<file path="src/common/pdfm_map.svh">
// Offsets, field positions, reset values and timing figures of the
// pin debounce and function map block.
// Assumes inclusion by bare name from the package and the design module.
`ifndef PDFM_MAP_SVH
`define PDFM_MAP_SVH

// ************************************************************
// Extended special-function addresses
// ************************************************************
`define PDFM_ADDR_T0      16'hff80
`define PDFM_ADDR_T1      16'hff81
`define PDFM_ADDR_T3      16'hff83
`define PDFM_ADDR_T4      16'hff84
`define PDFM_ADDR_T5      16'hff85
`define PDFM_ADDR_CLKOUT  16'hff8f
`define PDFM_ADDR_PWM0    16'hff90
`define PDFM_ADDR_PWM0C   16'hff91
`define PDFM_ADDR_PWM1    16'hff94
`define PDFM_ADDR_PWM1C   16'hff95
`define PDFM_ADDR_PWM2    16'hff98
`define PDFM_ADDR_PWM2C   16'hff99
`define PDFM_ADDR_PWM3    16'hff9c
`define PDFM_ADDR_TX1     16'hffa0
`define PDFM_ADDR_RX1     16'hffa1
`define PDFM_ADDR_TWCLK   16'hffa2
`define PDFM_ADDR_TWDAT   16'hffa3
`define PDFM_ADDR_SSEL    16'hffa4
`define PDFM_ADDR_SCLK    16'hffa5
`define PDFM_ADDR_SMO     16'hffa6
`define PDFM_ADDR_SMI     16'hffa7
`define PDFM_ADDR_TX2     16'hffa8
`define PDFM_ADDR_RX2     16'hffa9
`define PDFM_ADDR_DBC0    16'hffc0
`define PDFM_ADDR_DBC1    16'hffc1
`define PDFM_ADDR_DBC2    16'hffc2

// ************************************************************
// Fields and reset values
// ************************************************************
`define PDFM_MAP_RESET    8'h37
`define PDFM_MAP_WMASK    8'h37
`define PDFM_DBC_RESET    8'h00
`define PDFM_NUM_MAPS     23
`define PDFM_NUM_OUTS     17
`define PDFM_NUM_DBC      3
`define PDFM_IDX_TX1      13
`define PDFM_IDX_RX1      14
`define PDFM_PRIO_TX1     11

// Map register index of each output function, highest priority first
`define PDFM_PRIO_MAP '{6, 7, 8, 9, 10, 11, 12, 5, 0, 1, 3, 13, 14, 18, 19, 20, 21}

// Tick period minus one for divider codes 00, 01, 10, 11
`define PDFM_DIV1_LAST    6'h00
`define PDFM_DIV4_LAST    6'h03
`define PDFM_DIV16_LAST   6'h0f
`define PDFM_DIV64_LAST   6'h3f

`endif

</file>
<file path="src/common/pdfm_pkg.sv">
// Types of the pin debounce and function map block.
// Assumes pdfm_map.svh is on the include path.
`include "pdfm_map.svh"

package pdfm_pkg;

    // Function mapping register layout
    typedef struct packed {
        logic [1:0] rsv_hi;
        logic [1:0] port;
        logic       rsv_lo;
        logic [2:0] pin;
    } pdfm_map_t;

    // Debounce register layout
    typedef struct packed {
        logic [1:0] tick_div;
        logic [5:0] tick_count;
    } pdfm_dbc_t;

    // Extended special-function access from the CPU
    typedef struct packed {
        logic [15:0] addr;
        logic [7:0]  wdata;
        logic        wr;
        logic        rd;
    } pdfm_xsfr_t;

endpackage : pdfm_pkg

</file>
<file path="src/rtl/pdfm_top.sv">
// Pin debounce filters for port 0 pins 0..2 and the peripheral function
// crossbar over ports 0..3, with its mapping registers in extended SFR space.
// Assumes pad enables come from the port mode registers on the same clock
// and that pad inputs are asynchronous.
`timescale 1ns/100ps
`default_nettype none
`include "pdfm_map.svh"

module pdfm_top
    import pdfm_pkg::*;
#(
    parameter int NUM_PINS = 32
)
(
    input  wire logic                      CLK,
    input  wire logic                      RSTN,
    input  wire pdfm_xsfr_t                XSFR,
    output logic [7:0]                     XRDATA,
    input  wire logic [NUM_PINS-1:0]       PIN_IN,
    input  wire logic [NUM_PINS-1:0]       PAD_OUT_EN,
    input  wire logic [NUM_PINS-1:0]       PORT_DATA,
    output logic [NUM_PINS-1:0]            PIN_OUT,
    output logic [NUM_PINS-1:0]            PIN_LEVEL,
    input  wire logic [`PDFM_NUM_OUTS-1:0] FUNC_OUT,
    output logic [`PDFM_NUM_MAPS-1:0]      FUNC_IN
);

    // ************************************************************
    // Elaboration checks
    // ************************************************************
    if (NUM_PINS != 32)
    begin : g_bad_pins
        $error("NUM_PINS must be 32: two port bits and three pin bits");
    end

    localparam int unsigned PRIO_MAP [`PDFM_NUM_OUTS] = `PDFM_PRIO_MAP;
    localparam logic [15:0] MAP_ADDR [`PDFM_NUM_MAPS] = '{
        `PDFM_ADDR_T0, `PDFM_ADDR_T1, `PDFM_ADDR_T3, `PDFM_ADDR_T4,
        `PDFM_ADDR_T5, `PDFM_ADDR_CLKOUT, `PDFM_ADDR_PWM0,
        `PDFM_ADDR_PWM0C, `PDFM_ADDR_PWM1, `PDFM_ADDR_PWM1C,
        `PDFM_ADDR_PWM2, `PDFM_ADDR_PWM2C, `PDFM_ADDR_PWM3,
        `PDFM_ADDR_TX1, `PDFM_ADDR_RX1, `PDFM_ADDR_TWCLK,
        `PDFM_ADDR_TWDAT, `PDFM_ADDR_SSEL, `PDFM_ADDR_SCLK,
        `PDFM_ADDR_SMO, `PDFM_ADDR_SMI, `PDFM_ADDR_TX2, `PDFM_ADDR_RX2};
    localparam logic [15:0] DBC_ADDR [`PDFM_NUM_DBC] = '{
        `PDFM_ADDR_DBC0, `PDFM_ADDR_DBC1, `PDFM_ADDR_DBC2};

    // ************************************************************
    // Helpers
    // ************************************************************
    // Flat pin number of a mapping register
    function automatic logic [4:0] map_target(input pdfm_map_t m);
        map_target = {m.port, m.pin};
    endfunction : map_target

    // Last prescaler value of one debounce tick
    function automatic logic [5:0] tick_last(input logic [1:0] code);
        logic [5:0] r;
        unique case (code)
            2'b00:   r = `PDFM_DIV1_LAST;
            2'b01:   r = `PDFM_DIV4_LAST;
            2'b10:   r = `PDFM_DIV16_LAST;
            2'b11:   r = `PDFM_DIV64_LAST;
        endcase
        tick_last = r;
    endfunction : tick_last

    // ************************************************************
    // Registers and bus decode
    // ************************************************************
    pdfm_map_t                    map_reg [`PDFM_NUM_MAPS];
    pdfm_dbc_t                    dbc_reg [`PDFM_NUM_DBC];
    logic [`PDFM_NUM_MAPS-1:0]    map_hit;
    logic [`PDFM_NUM_DBC-1:0]     dbc_hit;
    logic [7:0]                   rd_next;
    logic [7:0]                   xrdata_reg;

    // Only the external-data port reaches these registers
    always_comb
    begin
        rd_next = 8'h00;
        for (int i = 0; i < `PDFM_NUM_MAPS; i++)
        begin
            map_hit[i] = (XSFR.addr == MAP_ADDR[i]);
            if (map_hit[i])
                rd_next = map_reg[i] & `PDFM_MAP_WMASK;
        end
        for (int i = 0; i < `PDFM_NUM_DBC; i++)
        begin
            dbc_hit[i] = (XSFR.addr == DBC_ADDR[i]);
            if (dbc_hit[i])
                rd_next = dbc_reg[i];
        end
    end

    always_ff @(posedge CLK or negedge RSTN)
    begin
        if (!RSTN)
        begin
            for (int i = 0; i < `PDFM_NUM_MAPS; i++)
                map_reg[i] <= `PDFM_MAP_RESET;
            for (int i = 0; i < `PDFM_NUM_DBC; i++)
                dbc_reg[i] <= `PDFM_DBC_RESET;
            xrdata_reg <= 8'h00;
        end
        else
        begin
            for (int i = 0; i < `PDFM_NUM_MAPS; i++)
                if (XSFR.wr && map_hit[i])
                    map_reg[i] <= XSFR.wdata & `PDFM_MAP_WMASK;
            for (int i = 0; i < `PDFM_NUM_DBC; i++)
                if (XSFR.wr && dbc_hit[i])
                    dbc_reg[i] <= XSFR.wdata;
            if (XSFR.rd)
                xrdata_reg <= rd_next;
        end
    end

    assign XRDATA = xrdata_reg;

    // ************************************************************
    // Pad input synchroniser
    // ************************************************************
    logic [NUM_PINS-1:0] sync1_reg;
    logic [NUM_PINS-1:0] sync2_reg;

    always_ff @(posedge CLK or negedge RSTN)
    begin
        if (!RSTN)
        begin
            sync1_reg <= '0;
            sync2_reg <= '0;
        end
        else
        begin
            sync1_reg <= PIN_IN;
            sync2_reg <= sync1_reg;
        end
    end

    // ************************************************************
    // Debounce filters on port 0 pins 0..2
    // ************************************************************
    // The prescaler restarts on each candidate edge so the hold time is
    // exactly count ticks; a free-running divider would add jitter.
    logic [5:0]               presc_reg [`PDFM_NUM_DBC];
    logic [5:0]               ticks_reg [`PDFM_NUM_DBC];
    logic [`PDFM_NUM_DBC-1:0] stable_reg;
    logic [`PDFM_NUM_DBC-1:0] differs;
    logic [`PDFM_NUM_DBC-1:0] tick;
    logic [`PDFM_NUM_DBC-1:0] accept;
    logic [`PDFM_NUM_DBC-1:0] bypass;

    always_comb
    begin
        for (int i = 0; i < `PDFM_NUM_DBC; i++)
        begin
            bypass[i]  = (dbc_reg[i].tick_count == 6'h00);
            differs[i] = (sync2_reg[i] != stable_reg[i]);
            tick[i]    = differs[i] &&
                         (presc_reg[i] == tick_last(dbc_reg[i].tick_div));
            accept[i]  = tick[i] &&
                         (ticks_reg[i] + 6'h01 == dbc_reg[i].tick_count);
        end
    end

    always_ff @(posedge CLK or negedge RSTN)
    begin
        if (!RSTN)
        begin
            for (int i = 0; i < `PDFM_NUM_DBC; i++)
            begin
                presc_reg[i] <= 6'h00;
                ticks_reg[i] <= 6'h00;
            end
            stable_reg <= '0;
        end
        else
        begin
            for (int i = 0; i < `PDFM_NUM_DBC; i++)
            begin
                if (bypass[i] || !differs[i] || accept[i])
                begin
                    // A glitch shorter than the hold time lands here
                    presc_reg[i] <= 6'h00;
                    ticks_reg[i] <= 6'h00;
                end
                else if (tick[i])
                begin
                    presc_reg[i] <= 6'h00;
                    ticks_reg[i] <= ticks_reg[i] + 6'h01;
                end
                else
                    presc_reg[i] <= presc_reg[i] + 6'h01;
                if (bypass[i] || accept[i])
                    stable_reg[i] <= sync2_reg[i];
            end
        end
    end

    // Filtered level feeds port reads and the input crossbar
    logic [NUM_PINS-1:0] level;
    assign level = {sync2_reg[NUM_PINS-1:`PDFM_NUM_DBC], stable_reg};

    // ************************************************************
    // Output crossbar
    // ************************************************************
    logic [NUM_PINS-1:0] pin_out_next;
    logic [NUM_PINS-1:0] pin_owned;

    always_comb
    begin
        pin_out_next = PORT_DATA;
        pin_owned    = '0;
        // Lowest priority first so the highest one writes last
        for (int f = `PDFM_NUM_OUTS - 1; f >= 0; f--)
        begin
            pin_out_next[map_target(map_reg[PRIO_MAP[f]])] = FUNC_OUT[f];
            pin_owned[map_target(map_reg[PRIO_MAP[f]])]    = 1'b1;
        end
    end

    // ************************************************************
    // Input crossbar
    // ************************************************************
    logic [`PDFM_NUM_MAPS-1:0] func_in_next;
    logic [4:0]                tx_pin;
    logic                      tx_rx_join;

    assign tx_pin     = map_target(map_reg[`PDFM_IDX_TX1]);
    assign tx_rx_join = (tx_pin == map_target(map_reg[`PDFM_IDX_RX1])) &&
                        PAD_OUT_EN[tx_pin];

    always_comb
    begin
        for (int i = 0; i < `PDFM_NUM_MAPS; i++)
            func_in_next[i] = level[map_target(map_reg[i])];
        if (tx_rx_join)
            func_in_next[`PDFM_IDX_RX1] = FUNC_OUT[`PDFM_PRIO_TX1];
    end

    always_ff @(posedge CLK or negedge RSTN)
    begin
        if (!RSTN)
        begin
            PIN_OUT   <= '0;
            PIN_LEVEL <= '0;
            FUNC_IN   <= '0;
        end
        else
        begin
            PIN_OUT   <= pin_out_next;
            PIN_LEVEL <= level;
            FUNC_IN   <= func_in_next;
        end
    end
endmodule : pdfm_top
`default_nettype wire

</file>
<file path="config.mk">
export PLATFORM = sky130hd
export DESIGN_NAME = pdfm_top
export DESIGN_NICKNAME = d
export VERILOG_FILES = /design/src/common/pdfm_pkg.sv /design/src/rtl/pdfm_top.sv
export VERILOG_INCLUDE_DIRS = /design/src /design/src/common
export SDC_FILE = /design/constraint.sdc
export NUM_CORES = 1
export LEC_CHECK = 0
export ABC_AREA = 1
export ABC_CLOCK_PERIOD_IN_PS = 3000
export BUFFER_PORTS_ARGS = -buffer_cell sky130_fd_sc_hd__clkbuf_2
export CELL_PAD_IN_SITES_DETAIL_PLACEMENT = 0
export CELL_PAD_IN_SITES_GLOBAL_PLACEMENT = 2
export CORE_UTILIZATION = 34
export CTS_BUF_LIST = sky130_fd_sc_hd__clkbuf_8
export CTS_CLUSTER_SIZE = 10
export DETAILED_ROUTE_END_ITERATION = 10
export GPL_TIMING_DRIVEN = 1
export PLACE_DENSITY = 0.86
export REMOVE_ABC_BUFFERS = 1
export SYNTH_ARGS = -nofsm -noshare
export SYNTH_HDL_FRONTEND = slang
export SYNTH_SLANG_ARGS = --single-unit
</file>
<file path="constraint.sdc">
create_clock -name CLK -period 3 [get_ports CLK]
set_input_delay 0.3 -clock CLK [delete_from_list [all_inputs] [get_ports CLK]]
set_output_delay 0.3 -clock CLK [all_outputs]
set_load 0.01 [all_outputs]
</file>
==> metrics.md, run 1 <==
| Metric | Value |
|---|---|
| Clock sinks | `337` |
| Unrepaired setup endpoints after global routing | `true` |
| Drt drc | `0` |
| Worst slack, placed | `-0.364 ns` |
| Total Wirelength | `146 mm` |
| Status | `complete, but fails checks` |
| Share of layout cells above drive strength 1 | `24.2%` |
| Cell Rows | `104` |
| Synth top area share | `20.2%` |
| First-pass GRT wire length | `212 mm` |
| Top cells by count, synth | `nand2_1 (1025), o21ai_0 (536), inv_1 (507), nor2_1 (428), o22ai_1 (315)` |
| Synth unique cells | `60` |
| Final Skew | `0.0688 ns` |
| Core ar. | `80400 um^2` |
| Setup TNS | `-0.0524 ns` |
| Mapped Cells | `4367` |
| Critical Path RT | `3.57 ns` |
| Worst-Margin Slew | `1.05 ns` |
| Achievable Freq | `0.328 GHz` |
| Largest net degree at the start of global routing | `66` |
| DR pass1 iterations | `8` |
| Post-synth top area cell | `dfrtp_1` |
| Full die area | `82200 um^2` |
| Tcrit/Tclk final | `102%` |
| Starting Density | `34.3%` |
| Power density of the placed cells | `323 nW/um^2` |
| Synthesis warning total | `0` |
| Slew headroom | `29.8%` |
| Failing checks | `setup timing` |
| Nets | `5040` |
| EDFF count, synth | `0` |
| Avg Synthesized Cell Area | `6.31 um^2` |
| Most frequent cell after synthesis | `nand2_1` |
| I/O pins | `236` |
| H-tree depth | `3` |
| Vias post-DR | `35013` |
| Reg-to-reg endpoint | `PIN_OUT[28]$_DFF_PN0_` |
| Fin crit period | `3.05 ns` |
| WP data arrival | `3.62 ns` |
| Gr usage total | `34.5%` |
| Max IR drop VDD | `0.430 mV` |
| Max reg flops | `115` |
| Post-synthesis instance area | `27600 um^2` |
| Seq cells post-synth | `337` |
| Final Max Slew Viols | `0` |
| Final setup vio count | `1` |
| Antenna violations before repair | `6` |
| Most used cell, CP | `a21oi_2` |
| Number of global-route vias before repair | `32422` |
| DIE WIDTH | `287 um` |
| Hold Crit Class | `in -> async` |
| Drt via density | `5.83` |
| Reg2Reg Depth | `20` |
| Static Leak | `14.4 nW` |
| Non-filler instance count after layout | `6010` |
| Worst-Skew Late Latency | `0.72 ns` |
| Final worst slack | `-0.0524 ns` |
| Ys flop type | `dfrtp_1` |
| Num CTS Buffers | `67` |
| Area contributors post-synth | `dfrtp_1 (20%), nand2_1 (14%), dfstp_2 (11%)` |
| Post-synthesis async set-or-reset flop share | `100%` |
| DRT iter0 DRCs | `4467` |
| Cells along the critical path | `inv_2 > nor3_4 > buf_4 > nand2_2 > buf_4 > nand3_2 > o211ai_1 > o21ai_2 > a21oi_2 > a21oi_2 > nor2_2 > a21oi_2 > nor2_2 > nor2_2 > o21bai_4 > nand3_4 > nand2_4 > nand2_2 > a21oi_2 > nor2_1` |
| Max Fanout on Critical Path | `3` |
| Post-synthesis sequential area ratio | `31.1%` |
| Post-DP HPWL | `110 mm` |
| Clk buf depth | `3` |
| CP endpoint kind | `register` |
| Crit-path max cell delay | `0.56 ns` |
| Worst Setup Start Kind | `register` |
| Clock transition at path regs | `0.09 ns` |
| Placed Instances | `5834` |
| Global route total overflow | `0` |
| Clk root buf | `clkbuf_8` |
| DIE HEIGHT | `287 um` |
| Max-Cap Viols | `0` |
| Worst setup path startpoint | `map_reg[18]$_DFFE_PN1P_` |
| Port Buffers | `235` |
| Area growth, synth to finish | `28.2%` |
| GPL Wtd Cong | `0.975` |
| Kind of critical path | `reg -> reg` |
| Fin util | `43.9%` |
| RR Startpoint | `map_reg[18]$_DFFE_PN1P_` |
| Post-DRT Antenna Nets | `0` |
| End of the critical path | `PIN_OUT[28]$_DFF_PN0_` |
| Worst R2R Setup Slack | `-0.05 ns` |
| Final Hold Vio Count | `0` |
| DR WL/cell | `24.2 um` |
| CP max stage cell | `dfstp_2` |
| CTS tree | `done` |
worst max-delay path: cells and delay by family, from the launching register on:
kind            cells  cell delay (ns)
buf+inv             3             0.39
flops               1             0.56
compound gates      7             0.80
simple gates       10             1.18
how the worst min path moves through the flow:
stage               startpoint                     to  slack [ns]  depth (start not counted)
CTS                       RSTN  FUNC_IN[14]$_DFF_PN0_        0.10                          2
detailed placement        RSTN  FUNC_IN[12]$_DFF_PN0_        0.26                          1
global route              RSTN  FUNC_IN[14]$_DFF_PN0_        0.14                          2
finish                    RSTN  FUNC_IN[14]$_DFF_PN0_        0.08                          2
global placement          RSTN  FUNC_IN[12]$_DFF_PN0_        0.26                          1
floorplan                 RSTN   FUNC_IN[0]$_DFF_PN0_       0.004                          0
where the power goes:
group	total [mW]	switching (mW)	internal, mW
combinational	1.60	1.10	0.497
clock	5.09	2.36	2.73
sequential	4.73	0.0658	4.66
total	11.4	3.53	7.89
routing by layer:
| layer | part of all wire [%] | up-vias | global-route usage, % |
|---|---|---|---|
| met5 | 0.014 | - | 0 |
| met4 | 4.6 | 4 | 13.4 |
| met2 | 42 | 2160 | 52.0 |
| li1 | - | 16028 | - |
| met1 | 42 | 16377 | 47.8 |
| met3 | 11 | 444 | 7.61 |
repair_timing:
item / 4_1_cts / 5_1_grt
hold buffers: 38 / 0
hold endpoints to repair: 89 / 0
setup buffers: 4 / 13
pin swaps: 21 / 169
endpoints found under the setup margin: 12 / 33
resized for setup: 46 / 323
metrics by stage:
stage / power [mW] / hold slack (ns) / cell area, um^2
6_report: 11.4 / 0.0824 / 35300
5_1_grt: 11.8 / 0.136 / 35300
4_1_cts: 11.4 / 0.101 / 34200
3_5_place_dp: 6.23 / 0.260 / 32200
3_3_place_gp: 6.23 / 0.257 / 32200
2_1_floorplan: 5.29 / 0.00441 / 26700
layout by cell type, fill, tap and decap left out, drive strengths merged, types with 7 or more instances in the layout:
cell / n
nor2: 442
dlygate4sd3: 38
dfstp: 115
o21bai: 8
o31ai: 47
clkinv: 46
inv: 544
o211ai: 53
or2: 15
buf: 398
dfrtp: 222
o32ai: 7
xnor2: 17
clkbuf: 314
a21oi: 282
nor3: 135
nand3: 123
a22oi: 36
o221ai: 21
o21ai: 551
xor2: 23
nand2: 1027
a31oi: 29
nand4: 73
a211oi: 15
nor4: 8
o22ai: 315
area by class of cell:
cell class	count	area, um^2
Antenna cell	4	10.0
Clock buffer	80	1100
Clock inverter	42	325
Fill cell	8663	45100
Inverter	554	2100
Multi-Input combinational cell	3263	17100
Sequential cell	337	8580
Tap cell	1060	1330
Timing Repair Buffer	670	4750
cell families (layout without fill, tap and decap cells):
kind of cell               count (synthesis)  count (layout)  synth area share (%)
adders and majority gates                  6               6                 0.272
and+or+nand+nor                         1828            1828                  27.5
DFF                                      337             337                  31.1
AOI/OAI and AO/OA                       1389            1389                  29.1
other                                      0               4                     0
buffers and inverters                    767            1346                  10.8
xor gates and xnor gates                  40              40                  1.27
Note: power is estimated with default switching activity, not from simulation.
==> inputs of run 2 (changes only) <==
CELL_PAD_IN_SITES_DETAIL_PLACEMENT = 1   (was 0)
==> run 2 against run 1 <==
  * The run still ends with setup timing left
  * Critical endpoint is now PIN_OUT[29]$_DFF_PN0_
  * Clock power about the same
  * Total power up 0.16%
  * Sequential power about the same
  * Largest power group unchanged
  * Routed wire length up 5.7%
  * Global-route usage up 2.0 points
  * Sequential share of layout area up 0.19 points
  * Setup slack worse by 0.039 ns
  * Via count up 2.4%
==> metrics.md, run 2 (synthesis gave the netlist of run 1 again) <==
| Metric | Value |
|---|---|
| Status | `complete, but fails checks (unchanged)` |
| Failing checks | `setup timing (unchanged)` |
| Area growth, synth to finish | `27.2% (was 28.2%)` |
| Max Fanout on Critical Path | `3 (unchanged)` |
| Drt via density | `5.96 (was 5.83)` |
| Drt drc | `0 (unchanged)` |
| DIE WIDTH | `287 um (unchanged)` |
| Achievable Freq | `0.323 GHz (was 0.328 GHz)` |
| CP endpoint kind | `register (unchanged)` |
| WP data arrival | `3.62 ns (about the same)` |
| Placed Instances | `5834 (unchanged)` |
| DRT iter0 DRCs | `4188 (was 4467)` |
| Commonest non-fill, non-tap cell in the layout | `nand2_1 (unchanged)` |
| Final setup vio count | `1 (unchanged)` |
| Static Leak | `14.4 nW (about the same)` |
| DIE HEIGHT | `287 um (unchanged)` |
| H-tree depth | `3 (unchanged)` |
| Post-DP HPWL | `116 mm (was 110 mm)` |
| Clock sinks | `337 (unchanged)` |
| Tcrit/Tclk final | `103% (was 102%)` |
| Final worst slack | `-0.0913 ns (was -0.0524 ns)` |
| Core ar. | `80400 um^2 (unchanged)` |
| Share of layout cells above drive strength 1 | `22.9% (was 24.2%)` |
| Filler cells | `10636 (was 8663)` |
| Max reg flops | `115 (unchanged)` |
| Hold Crit Class | `in -> async (unchanged)` |
| Unrepaired setup endpoints after global routing | `true (unchanged)` |
| Worst-Margin Slew | `1.00 ns (was 1.05 ns)` |
| Clk root buf | `clkbuf_8 (unchanged)` |
| Final Skew | `0.0647 ns (was 0.0688 ns)` |
| Setup TNS | `-0.0913 ns (was -0.0524 ns)` |
| Power density of the placed cells | `326 nW/um^2 (was 323 nW/um^2)` |
| Clock share of power | `44.7% (was 44.6%)` |
| Worst slack, placed | `-0.397 ns (was -0.364 ns)` |
| CTS tree | `done (unchanged)` |
| I/O pins | `236 (unchanged)` |
| Most frequent cells in the layout | `nand2_1 (913), o21ai_0 (522), inv_1 (516), nor2_1 (402), buf_4 (374) (was nand2_1 (868), o21ai_0 (517), inv_1 (516), nor2_1 (400), buf_4 (370))` |
| Final Hold Vio Count | `0 (unchanged)` |
| Worst-Skew Late Latency | `0.70 ns (was 0.72 ns)` |
| Num CTS Buffers | `66 (was 67)` |
| Nets | `5042 (was 5040)` |
| Total Wirelength | `154 mm (was 146 mm)` |
| Gr usage total | `36.5% (was 34.5%)` |
| Max-Cap Viols | `0 (unchanged)` |
| Antenna violations before repair | `8 (was 6)` |
| DR WL/cell | `25.6 um (was 24.2 um)` |
| Largest net degree at the start of global routing | `66 (unchanged)` |
| Clock transition at path regs | `0.06 ns (was 0.09 ns)` |
| Global route total overflow | `0 (unchanged)` |
| Number of global-route vias before repair | `35315 (was 32422)` |
| DR pass1 iterations | `6 (was 8)` |
| Cell Rows | `104 (unchanged)` |
| Max IR drop VDD | `0.437 mV (was 0.430 mV)` |
| Port Buffers | `235 (unchanged)` |
| Switching portion of total power | `31.0% (was 30.9%)` |
| Post-DRT Antenna Nets | `0 (unchanged)` |
| Starting Density | `34.3% (unchanged)` |
| First-pass GRT wire length | `225 mm (was 212 mm)` |
| Combinational power share | `13.9% (was 14.0%)` |
| Final Max Slew Viols | `0 (unchanged)` |
| Register share of total power | `41.3% (was 41.4%)` |
| Hold WS | `0.130 ns (was 0.0824 ns)` |
| Vias post-DR | `35840 (was 35013)` |
| Fin crit period | `3.09 ns (was 3.05 ns)` |
| Net Switching | `3.54 mW (was 3.53 mW)` |
| Non-filler instance count after layout | `6016 (was 6010)` |
| Full die area | `82200 um^2 (unchanged)` |
| Critical Path RT | `3.53 ns (was 3.57 ns)` |
| Fin util | `43.6% (was 43.9%)` |
| GPL Wtd Cong | `0.975 (unchanged)` |
| Clk buf depth | `3 (unchanged)` |
| Kind of critical path | `reg -> reg (unchanged)` |
| Slew headroom | `32.7% (was 29.8%)` |
| Worst Setup Start Kind | `register (unchanged)` |
| Pint | `7.90 mW (was 7.89 mW)` |
## run 2: cell count changes in the layout (fill, tap and decap cells not counted), moves of 4 or more
| cell | before | now |
|---|---|---|
| nor2_2 | 22 | 29 |
| nand2_4 | 13 | 4 |
| a21oi_2 | 26 | 19 |
| a21oi_1 | 255 | 262 |
| diode_2 | 4 | 8 |
| clkinv_2 | 6 | 10 |
| o21ai_0 | 517 | 522 |
| buf_4 | 370 | 374 |
| o21ai_1 | 22 | 18 |
| nand2_2 | 145 | 109 |
| inv_2 | 18 | 14 |
| nor2_4 | 19 | 10 |
| nand2_1 | 868 | 913 |
## run 2: worst paths after layout
check | from | end | slack [ns] | cells past startpoint
max in group asynchronous | RSTN | map_reg[133]$_DFFE_PN1P_ | 1.95 | 3
worst max register to register | map_reg[18]$_DFFE_PN1P_ | PIN_OUT[29]$_DFF_PN0_ | -0.09 | 20
worst max-delay path | map_reg[18]$_DFFE_PN1P_ | PIN_OUT[29]$_DFF_PN0_ | -0.09 | 20
worst min-delay path | RSTN | FUNC_IN[3]$_DFF_PN0_ | 0.13 | 2
worst min register to register | sync1_reg[2]$_DFF_PN0_ | sync2_reg[2]$_DFF_PN0_ | 0.34 | 0
min in group CLK | FUNC_OUT[11] | FUNC_IN[14]$_DFF_PN0_ | 0.19 | 4
## run 2: power by group through the flow
stage / clock (mW) / combinational (mW) / sequential, mW
after CTS: 5.20 / 1.49 / 4.73
after global placement: 0 / 1.43 / 4.80
final: 5.12 / 1.60 / 4.73
after floorplan: 0 / 0.471 / 4.82
after global routing: 5.38 / 1.65 / 4.74
after detailed placement: 0 / 1.44 / 4.80
## run 2: repair_timing
action | in CTS | in global routing
hold endpoints to repair | 89 | 0
setup buffers | 6 | 11
pin swaps | 28 | 115
endpoints found under the setup margin | 11 | 33
gates resized for setup | 43 | 229
hold buffers | 38 | 0
## run 2: routing by layer
metal / global-route usage [%] / wire length, um / vias up
met5: 0 / 9 / -
met4: 15.4 / 7370 / 2
met3: 6.91 / 14800 / 449
met2: 56.3 / 67000 / 1880
met1: 49.6 / 64800 / 17493
li1: - / - / 16016
## run 2: critical path, cell delays in order (launching register included)
cell and delay [ns]:
dfstp_2 0.56, inv_2 0.06, nor3_4 0.33, buf_6 0.16, nand2_2 0.06, o211ai_1 0.12
o21ai_1 0.14, a21oi_1 0.16, o22ai_1 0.13, nor2_1 0.14, nor2_2 0.06, o21bai_1 0.21
nand3_1 0.13, nand2_2 0.13, nand3_2 0.08, nand2_2 0.10, nand2_2 0.07, nand2_2 0.08
nand2_1 0.06, a21oi_1 0.12, nor2_1 0.07
## run 2: through the flow
step	power, mW	cell area [um^2]
CTS	11.4	34200
finish	11.4	35100
global route	11.8	35000
detailed placement	6.24	32200
floorplan	5.29	26700
global placement	6.23	32200
## run 2: layout make-up
class / count / area (um^2) / area share [%]
Antenna cell: 8 / 20.0 / 0.0571
Clock buffer: 80 / 1100 / 3.14
Timing Repair Buffer: 673 / 4770 / 13.6
Tap cell: 1060 / 1330 / 3.78
Inverter: 554 / 2100 / 5.99
Multi-Input combinational cell: 3263 / 16800 / 48.0
Clock inverter: 41 / 340 / 0.971
Sequential cell: 337 / 8580 / 24.5
